$ cat src/scsm_pkg.sv
package scsm_pkg;

  // register byte addresses
  localparam logic [3:0] ADDR_CMC  = 4'h0;
  localparam logic [3:0] ADDR_CFG  = 4'h4;
  localparam logic [3:0] ADDR_STAT = 4'h8;

  // clock_mode_control fields
  localparam int CMC_OSC_EN      = 7;
  localparam int CMC_RX_SRC_LSB  = 5;
  localparam int CMC_TX_SRC_LSB  = 3;
  localparam int CMC_AUX_DIR     = 2;
  localparam int CMC_AUX_SEL_LSB = 0;
  localparam logic [7:0] CMC_RST = 8'h00;

  // coding/mode configuration fields
  localparam int CFG_PLL_FM     = 0;
  localparam int CFG_CODE_LSB   = 1;
  localparam int CFG_FACTOR_LSB = 3;
  localparam int CFG_SYNC_MODE  = 5;
  localparam int CFG_EXT_SYNC   = 6;
  localparam logic [7:0] CFG_RST = 8'h00;

  // status fields
  localparam int STAT_AUX_OE   = 0;
  localparam int STAT_SEARCH   = 1;
  localparam int STAT_DIV_CLK  = 2;
  localparam int STAT_CODE_LSB = 3;
  localparam int STAT_RX_BUSY  = 5;

  // clock source field encodings
  localparam logic [1:0] SRC_MAIN = 2'h0;
  localparam logic [1:0] SRC_AUX  = 2'h1;
  localparam logic [1:0] SRC_BAUD = 2'h2;
  localparam logic [1:0] SRC_PLL  = 2'h3;

  // auxiliary pin output selections
  localparam logic [1:0] AUX_OSC  = 2'h0;
  localparam logic [1:0] AUX_TX   = 2'h1;
  localparam logic [1:0] AUX_BAUD = 2'h2;
  localparam logic [1:0] AUX_PLL  = 2'h3;

  // line codings and clock factors
  localparam logic [1:0] CODE_NRZ  = 2'h0;
  localparam logic [1:0] CODE_NRZI = 2'h1;
  localparam logic [1:0] CODE_FM1  = 2'h2;
  localparam logic [1:0] CODE_FM0  = 2'h3;
  localparam logic [1:0] FACTOR_X1 = 2'h0;

  // transmit divider half periods less one, in source edges
  localparam logic [3:0] DIV_HALF_FM   = 4'h7;
  localparam logic [3:0] DIV_HALF_NRZI = 4'hF;

  // synchronised pin indices
  localparam int PIN_MAIN = 0;
  localparam int PIN_AUX  = 1;
  localparam int PIN_OSC  = 2;
  localparam int PIN_SYNC = 3;
  localparam int PIN_RXD  = 4;
  localparam int PIN_N    = 5;

  typedef enum logic [1:0] {
    RX_IDLE,
    RX_WAIT,
    RX_ASSEMBLE
  } scsm_rx_st_t;

  typedef struct packed {
    logic [PIN_N-1:0] sync1;
    logic [PIN_N-1:0] sync2;
    logic             pll_src_prev;
    logic             rxd_prev;
    logic [7:0]       cmc;
    logic [7:0]       cfg;
    logic             ack;
    logic [31:0]      rdata;
    logic             rx_clk;
    logic             tx_clk;
    logic             aux_o;
    logic             aux_oe;
    logic             sync_o;
    logic             sync_oe;
    logic             search;
    logic             rx_sample;
    logic             rx_start;
    scsm_rx_st_t      rx_st;
  } scsm_state_t;

  typedef struct packed {
    logic [3:0] cnt;
    logic       out;
  } scsm_div_state_t;

endpackage

$ cat src/scsm_div_if.sv
`timescale 1ns/1ps
interface scsm_div_if;
  logic src_edge;
  logic by32;
  logic div_clk;

  modport ctrl (
    output src_edge,
    output by32,
    input  div_clk
  );

  modport divider (
    input  src_edge,
    input  by32,
    output div_clk
  );
endinterface

$ cat src/scsm_clock_mux.sv
// The implementer's own choices: the Avalon-MM slave port and the placing of the registers.
`timescale 1ns/1ps
// Functional notes
// - transmit divider gives pll input clock over sixteen for fm codings
// - transmit divider gives pll input clock over thirty-two for nrzi
// - divider output replaces pll transmit output; pll receive use unchanged
// - with pll as transmit source, aux pin sees divider clock
// - two-bit field picks receive clock: main, aux, baud, pll receive
// - two-bit field picks transmit clock: main, aux, baud, pll transmit
// - aux pin input by default; output only if enabled and unused as source
// - aux output choice: oscillator, baud generator, pll receive, transmit clock
// - aux set to oscillator while amplifier off drives the pin high
// - receiver samples on rising edge of main clock pin via inversion
// - x1 async: wait one clock after first falling line edge
// - non-nrz coding only in x1 mode; other factors forced to nrz
// - oscillator enable turns amplifier on; main sources take oscillator
// - oscillator on in sync modes: no sync pulse, no external sync
// - oscillator on in async modes: search flag reads zero
module scsm_clock_mux
  import scsm_pkg::*;
(
  // clock and reset
  input  wire logic        clk_sys,
  input  wire logic        rst,
  input  wire logic        ce,
  // register bus
  input  wire logic [3:0]  avs_address,
  input  wire logic        avs_read,
  input  wire logic        avs_write,
  input  wire logic [31:0] avs_writedata,
  input  wire logic [3:0]  avs_byteenable,
  output logic [31:0]      avs_readdata,
  output logic             avs_waitrequest,
  // clock pins
  input  wire logic        main_clock_pin,
  input  wire logic        osc_clk_i,
  output logic             osc_amp_en,
  input  wire logic        aux_clock_pin_i,
  output logic             aux_clock_pin_o,
  output logic             aux_clock_pin_oe,
  // sync pin and line data
  input  wire logic        sync_pin_i,
  output logic             sync_pin_o,
  output logic             sync_pin_oe,
  input  wire logic        rxd_pin,
  // on-chip clock sources
  input  wire logic        baud_clk,
  input  wire logic        pll_rx_clk,
  input  wire logic        pll_src_clk,
  // receiver and sync logic
  input  wire logic        sync_pulse,
  input  wire logic        hunt_flag,
  input  wire logic        char_done,
  // selected clocks and status
  output logic             rx_clk,
  output logic             tx_clk,
  output logic             rx_sample,
  output logic             rx_assemble_start,
  output logic             search_flag,
  output logic [1:0]       line_coding_eff,
  output logic             ext_sync_en,
  output logic             pll_fm_mode
);
  scsm_state_t q;
  scsm_state_t d;
  scsm_div_if  div_bus ();

  logic [1:0] rx_src;
  logic [1:0] tx_src;
  logic [1:0] aux_sel;
  logic [1:0] factor;
  logic       osc_en;
  logic       aux_dir;
  logic       sync_mode;
  logic       main_eff;
  logic       aux_in;
  logic       rx_sel;
  logic       tx_sel;
  logic       aux_drive;
  logic       aux_val;
  logic       bus_req;
  logic       line_fall;
  logic [31:0] stat_word;

  scsm_tx_divider u_div (
    .clk_sys (clk_sys),
    .rst     (rst),
    .ce      (ce),
    .div     (div_bus.divider)
  );

  assign osc_en    = q.cmc[CMC_OSC_EN];
  assign rx_src    = q.cmc[CMC_RX_SRC_LSB +: 2];
  assign tx_src    = q.cmc[CMC_TX_SRC_LSB +: 2];
  assign aux_dir   = q.cmc[CMC_AUX_DIR];
  assign aux_sel   = q.cmc[CMC_AUX_SEL_LSB +: 2];
  assign factor    = q.cfg[CFG_FACTOR_LSB +: 2];
  assign sync_mode = q.cfg[CFG_SYNC_MODE];

  // coding other than nrz only honoured at x1
  assign line_coding_eff = (factor == FACTOR_X1) ? q.cfg[CFG_CODE_LSB +: 2]
                                                 : CODE_NRZ;
  assign pll_fm_mode     = q.cfg[CFG_PLL_FM];
  assign ext_sync_en     = q.cfg[CFG_EXT_SYNC] & sync_mode & ~osc_en;

  // divider runs on edges of the pll input clock
  assign div_bus.src_edge = pll_src_clk & ~q.pll_src_prev;
  assign div_bus.by32     = (line_coding_eff == CODE_NRZI) ||
                            (line_coding_eff == CODE_NRZ);

  assign main_eff = osc_en ? q.sync2[PIN_OSC] : q.sync2[PIN_MAIN];
  assign aux_in   = q.sync2[PIN_AUX];

  always_comb begin
    unique case (rx_src)
      SRC_MAIN: rx_sel = main_eff;
      SRC_AUX:  rx_sel = aux_in;
      SRC_BAUD: rx_sel = baud_clk;
      SRC_PLL:  rx_sel = pll_rx_clk;
    endcase
  end

  always_comb begin
    unique case (tx_src)
      SRC_MAIN: tx_sel = main_eff;
      SRC_AUX:  tx_sel = aux_in;
      SRC_BAUD: tx_sel = baud_clk;
      SRC_PLL:  tx_sel = div_bus.div_clk;
    endcase
  end

  assign aux_drive = aux_dir && (rx_src != SRC_AUX) && (tx_src != SRC_AUX);

  always_comb begin
    unique case (aux_sel)
      AUX_OSC:  aux_val = osc_en ? q.sync2[PIN_OSC] : 1'b1;
      AUX_TX:   aux_val = tx_sel;
      AUX_BAUD: aux_val = baud_clk;
      AUX_PLL:  aux_val = pll_rx_clk;
    endcase
  end

  assign bus_req   = avs_read | avs_write;
  // falling line edge, seen only past the second synchroniser stage
  assign line_fall = q.rxd_prev & ~q.sync2[PIN_RXD];

  always_comb begin
    stat_word                              = 32'h0000_0000;
    stat_word[STAT_AUX_OE]                 = q.aux_oe;
    stat_word[STAT_SEARCH]                 = q.search;
    stat_word[STAT_DIV_CLK]                = div_bus.div_clk;
    stat_word[STAT_CODE_LSB +: 2]          = line_coding_eff;
    stat_word[STAT_RX_BUSY]                = q.rx_st != RX_IDLE;
  end

  always_comb begin
    d              = q;
    d.sync1        = {rxd_pin, sync_pin_i, osc_clk_i, aux_clock_pin_i, main_clock_pin};
    d.sync2        = q.sync1;
    d.pll_src_prev = pll_src_clk;
    d.rxd_prev     = q.sync2[PIN_RXD];

    // bus slave: one wait cycle, then answer
    d.ack = bus_req & ~q.ack;
    if (bus_req && !q.ack) begin
      d.rdata = 32'h0000_0000;
      if (avs_read && avs_address == ADDR_CFG) begin
        d.rdata[7:0] = q.cfg;
      end
      if (avs_read && avs_address == ADDR_STAT) begin
        d.rdata = stat_word;
      end
    end
    if (avs_write && q.ack && avs_byteenable[0]) begin
      if (avs_address == ADDR_CMC) begin
        d.cmc = avs_writedata[7:0];
      end
      if (avs_address == ADDR_CFG) begin
        d.cfg = avs_writedata[7:0];
      end
    end

    // internal clocks are the inverse of the selected source level
    d.rx_clk    = ~rx_sel;
    d.tx_clk    = ~tx_sel;
    d.rx_sample = q.rx_clk & rx_sel;
    d.aux_oe    = aux_drive;
    d.aux_o     = aux_drive ? aux_val : 1'b0;

    d.sync_oe = sync_mode & ~osc_en & ~q.cfg[CFG_EXT_SYNC];
    d.sync_o  = d.sync_oe & sync_pulse;
    if (osc_en) begin
      d.search = sync_mode ? hunt_flag : 1'b0;
    end else begin
      d.search = sync_mode ? hunt_flag : q.sync2[PIN_SYNC];
    end

    // x1 async start: one receive clock after first falling edge
    d.rx_start = 1'b0;
    unique case (q.rx_st)
      RX_IDLE: begin
        if (!sync_mode && factor == FACTOR_X1 && line_fall) begin
          d.rx_st = RX_WAIT;
        end
      end
      RX_WAIT: begin
        if (q.rx_sample) begin
          d.rx_start = 1'b1;
          d.rx_st    = RX_ASSEMBLE;
        end
      end
      RX_ASSEMBLE: begin
        if (char_done || sync_mode || factor != FACTOR_X1) begin
          d.rx_st = RX_IDLE;
        end
      end
      default: d.rx_st = RX_IDLE;
    endcase

    if (rst) begin
      d       = '0;
      d.cmc   = CMC_RST;
      d.cfg   = CFG_RST;
      d.rx_st = RX_IDLE;
    end
  end

  always_ff @(posedge clk_sys) begin
    if (rst || ce) begin
      q <= d;
    end
  end

  // a frozen slave keeps the master waiting
  assign avs_waitrequest   = bus_req & ~(q.ack & ce);
  assign avs_readdata      = q.rdata;
  assign osc_amp_en        = osc_en;
  assign aux_clock_pin_o   = q.aux_o;
  assign aux_clock_pin_oe  = q.aux_oe;
  assign sync_pin_o        = q.sync_o;
  assign sync_pin_oe       = q.sync_oe;
  assign rx_clk            = q.rx_clk;
  assign tx_clk            = q.tx_clk;
  assign rx_sample         = q.rx_sample;
  assign rx_assemble_start = q.rx_start;
  assign search_flag       = q.search;
endmodule

$ cat src/scsm_tx_divider.sv
`timescale 1ns/1ps
module scsm_tx_divider
  import scsm_pkg::*;
(
  // clock and reset
  input  wire logic   clk_sys,
  input  wire logic   rst,
  input  wire logic   ce,
  // control side
  scsm_div_if.divider div
);
  scsm_div_state_t q;
  scsm_div_state_t d;
  logic [3:0]      half;

  always_comb begin
    d    = q;
    half = div.by32 ? DIV_HALF_NRZI : DIV_HALF_FM;
    if (div.src_edge) begin
      if (q.cnt >= half) begin
        d.cnt = 4'h0;
        d.out = ~q.out;
      end else begin
        d.cnt = q.cnt + 4'h1;
      end
    end
    if (rst) begin
      d = '0;
    end
  end

  always_ff @(posedge clk_sys) begin
    if (rst || ce) begin
      q <= d;
    end
  end

  assign div.div_clk = q.out;
endmodule

$ cat config.mk
export PLATFORM = sky130hd
export DESIGN_NAME = scsm_clock_mux
export DESIGN_NICKNAME = d
export VERILOG_FILES = /design/src/scsm_pkg.sv /design/src/scsm_div_if.sv /design/src/scsm_clock_mux.sv /design/src/scsm_tx_divider.sv
export SDC_FILE = /design/constraint.sdc
export NUM_CORES = 1
export LEC_CHECK = 0
export BUFFER_PORTS_ARGS = -buffer_cell sky130_fd_sc_hd__buf_4
export CAP_MARGIN = 25
export CORE_MARGIN = 4
export CORE_UTILIZATION = 48
export DETAILED_ROUTE_END_ITERATION = 6
export PLACE_DENSITY = 0.82
export RECOVER_POWER = 50
export SYNTH_ARGS = -nofsm -noshare
export SYNTH_HDL_FRONTEND = slang
export SYNTH_HIERARCHICAL = 1
export SYNTH_SLANG_ARGS = --single-unit
$ cat constraint.sdc
create_clock -name clk_sys -period 2 [get_ports clk_sys]
set_input_delay 0.3 -clock clk_sys [delete_from_list [all_inputs] [get_ports clk_sys]]
set_output_delay 0.3 -clock clk_sys [all_outputs]
set_load 0.02 [all_outputs]
==> results.yml <==
run_status:
  outcome: "finished, final reports clean"
layout:
  area.growth.synth_to_final_pct: 15.5
  post_route_cells_drive_above_1_share_pct: 22.8
  final_design_area_no_fill_mm2: 0.00293
  count_of_antenna_diodes_in_the_layout: 0
  num-nets-final: 298
  finish.utilization_pct: 57.3
sta:
  timing.final.max_slew_violations: 0
  unrepaired_setup_endpoints_after_global_routing: "false"
  setup_tns_ps: 0
  fmax_mhz: 557
  hold_viol_final: 0
  worst-slew-pin-transition_ps: 756
  max_slew_margin_pct: 49.6
  timing.final.setup_violations: 0
  min_period_over_period_pct: 89.7
  clock_skew_ps: 5.36
  fin_crit_ps: 1790
detailed_routing:
  detailed_routing_iterations_pass_1: 4
  via_count: 1518
  final_antenna_violating_net_count: 0
  1st_iter_drt_viols: 112
  sum_of_routed_wire_length_over_all_layers_mm: 4.53
  drcViolationCount: 0
  avgRoutedWirePerCell_um: 14.6
  post_drt_via_cell_ratio: 4.88
cts:
  cts_tree: "built"
  cts-root-buf: "sky130_fd_sc_hd__clkbuf_8"
  clockBufferDepth: 2
  tritoncts_num_sinks: 53
  cts_hold_repair.buffers: 0
  cts.repair.resized: 0
  cts_made_buffers: 5
  clock_latency_ps: 310
  buffers_inserted_during_post_cts_setup_optimization: 0
  worst_setup_hold_path_clk_slew_ps: 100
  htreeDepth: 2
floorplan:
  initial_utilization_pct: 49.6
  core_footprint_mm2: 0.00511
  dieHeight_um: 80.7
  ios: 103
  die_w_um: 80.7
  dieArea_mm2: 0.00651
  fp-row-count: 26
critical_path:
  crit_path_top_delay_cell: "sky130_fd_sc_hd__edfxtp_1"
  path_max_fanout: 4
  worstReg2RegEnd: "u_div/div.div_clk$_SDFFCE_PP0P_"
  ff2ff_setup_slack_ps: 210
  crit_path_start_kind: "register"
  worst_r2r_path_depth: 6
  startpoint: "factor[0]$_SDFFCE_PP0P_"
  setup.worst_path.end_class: "register"
  critPathMaxStageDelay_ps: 440
  setup.worst_path.class: "reg -> reg"
  critical_path.cell_chain: "nor2_1 -> nand2_1 -> inv_1 -> ha_1 -> a311o_2 -> and2_1"
  reg2reg_from: "factor[0]$_SDFFCE_PP0P_"
  critical_path_required_ps: 2080
  worst-endpoint-arrival_ps: 1870
min_path:
  worst_hold_path.num_cells: 2
  hold_path_startpoint: "sync_pulse"
  endpoint_with_the_worst_hold_slack: "sync_pin_o$_SDFFCE_PP0N_"
  hold_class: "in -> reg"
global_route:
  grt_first_pass_wirelength_mm: 7.01
  vias_in_the_first_global_route: 1445
  grt_max_degree: 42
  antenna_found_initial: 0
  track_usage_pct: 14.4
  grt_remaining_overflow: 0
place:
  gp_routability_congestion: 0.867
  place_hpwl_mm: 3.29
  cell_area_after_placement_mm2: 0.00288
  io_buffers: 51
synth:
  number_of_enable_flip_flop_cells_after_synthesis: 53
  synth.avg_cell_area_um2: 13.3
  syn_inst: 191
  async_flop_share_pct: 0
  yosys_warnings: 6
  postSynthRegisterBits: 53
  yosys.cell_types.count: 42
  netlist_area_mm2: 0.00253
  yosysSeqAreaShare_pct: 62.8
  yosys_most_used_dff: "sky130_fd_sc_hd__edfxtp_1"
power:
  leakagePower_nw: 1.20
  report.power.total_mw: 2.40
  worst_ir_drop_vdd_mv: 0.453
  power_density_mw_per_mm2: 821
run:
  cap_violations: 0
-- how the worst max path moves through the flow --
stage,to,cells after the start,slack [ps]
2_1_floorplan,rx_sample$_SDFFCE_PP0N_,3,260
3_3_place_gp,u_div/div.div_clk$_SDFFCE_PP0P_,6,280
3_5_place_dp,u_div/div.div_clk$_SDFFCE_PP0P_,6,240
4_1_cts,u_div/div.div_clk$_SDFFCE_PP0P_,6,220
5_1_grt,rx_sample$_SDFFCE_PP0N_,3,120
6_report,u_div/div.div_clk$_SDFFCE_PP0P_,6,210
-- cell usage in the layout (no fill, tap or decap), types with 2 or more instances in the layout --
cell type | Yosys | layout
sky130_fd_sc_hd__a21o_1 | 3 | 3
sky130_fd_sc_hd__a21oi_1 | 3 | 3
sky130_fd_sc_hd__nor2_1 | 11 | 11
sky130_fd_sc_hd__edfxtp_1 | 53 | 53
sky130_fd_sc_hd__inv_1 | 7 | 7
sky130_fd_sc_hd__a22o_1 | 5 | 5
sky130_fd_sc_hd__clkbuf_1 | 3 | 17
sky130_fd_sc_hd__o21bai_1 | 2 | 2
sky130_fd_sc_hd__a221oi_1 | 2 | 2
sky130_fd_sc_hd__clkbuf_8 | 0 | 5
sky130_fd_sc_hd__nor4bb_1 | 2 | 2
sky130_fd_sc_hd__conb_1 | 1 | 24
sky130_fd_sc_hd__nor4b_1 | 2 | 2
sky130_fd_sc_hd__and2_1 | 5 | 5
sky130_fd_sc_hd__o21ai_0 | 2 | 2
sky130_fd_sc_hd__nor2b_1 | 21 | 21
sky130_fd_sc_hd__nand2b_1 | 2 | 2
sky130_fd_sc_hd__nor3_1 | 4 | 4
sky130_fd_sc_hd__ha_1 | 2 | 2
sky130_fd_sc_hd__buf_4 | 32 | 38
sky130_fd_sc_hd__nand2_1 | 6 | 6
-- worst max-delay path, delay by kind of cell, from the launching register on --
family	cells	cell delay (ps)
AO/OA/AOI/OAI	1	420
adder cells (fa/ha/maj)	1	210
buffers and inverters	1	60
flip-flops	1	440
AND/OR/NAND/NOR	3	420
-- report_power, final --
| group | internal, mW | switching [mW] |
|---|---|---|
| clock network | 0.376 | 0.350 |
| registers | 1.32 | 0.0446 |
| logic | 0.125 | 0.190 |
| total | 1.82 | 0.584 |
-- cell families after synthesis --
family          after synthesis  synth area share (%)
buf+inv                      44                  11.4
fa+ha+maj                     2                 0.987
simple gates                 65                  15.9
compound gates               21                  6.17
mux                           3                  1.92
other cells                   1                 0.148
xor+xnor                      2                 0.691
flops                        53                  62.8
-- Yosys cell counts, types with 3 or more instances --
master	number	share of area (%)
sky130_fd_sc_hd__a21o_1	3	0.89
sky130_fd_sc_hd__a21oi_1	3	0.59
sky130_fd_sc_hd__a22o_1	5	1.7
sky130_fd_sc_hd__and2_1	5	1.2
sky130_fd_sc_hd__buf_4	32	9.5
sky130_fd_sc_hd__clkbuf_1	3	0.44
sky130_fd_sc_hd__edfxtp_1	53	63
sky130_fd_sc_hd__inv_1	7	1.0
sky130_fd_sc_hd__nand2_1	6	0.89
sky130_fd_sc_hd__nor2_1	11	1.6
sky130_fd_sc_hd__nor2b_1	21	5.2
sky130_fd_sc_hd__nor3_1	4	0.79
-- registers in the layout, summed over array words and instances, names as in the netlist, 2 cells and up --
register      count
factor            2
u_div/q           4
q                23
aux_sel           2
avs_readdata      8
-- through the flow --
| stage | hold slack [ps] | setup slack [ps] | cells |
|---|---|---|---|
| after floorplan | 485 | 262 | 214 |
| after global placement | 511 | 279 | 303 |
| after detailed placement | 526 | 239 | 303 |
| after CTS | 265 | 224 | 311 |
| after global routing | 250 | 115 | 311 |
| final | 272 | 206 | 311 |
-- per-layer routing --
metal  vias up  global-route usage [%]  part of all wire (%)  wire length (um)
met3         6                    4.93                   8.3               375
met5         -                       0                     0                 0
li1        725                       -                     -                 -
met2        63                    23.2                    47              2150
met4         0                    4.56                   1.3                59
met1       724                    18.3                    43              1950
-- layout make-up --
| cell class | count | area, um2 |
|---|---|---|
| clock inverter | 2 | 38.8 |
| tap | 70 | 87.6 |
| fill | 443 | 2180 |
| timing repair buffer | 56 | 370 |
| multi-input combinational | 117 | 742 |
| clock buffer | 6 | 72.6 |
| sequential | 53 | 1590 |
| inverter | 7 | 26.3 |
Note: power is estimated with default switching activity, not from simulation.
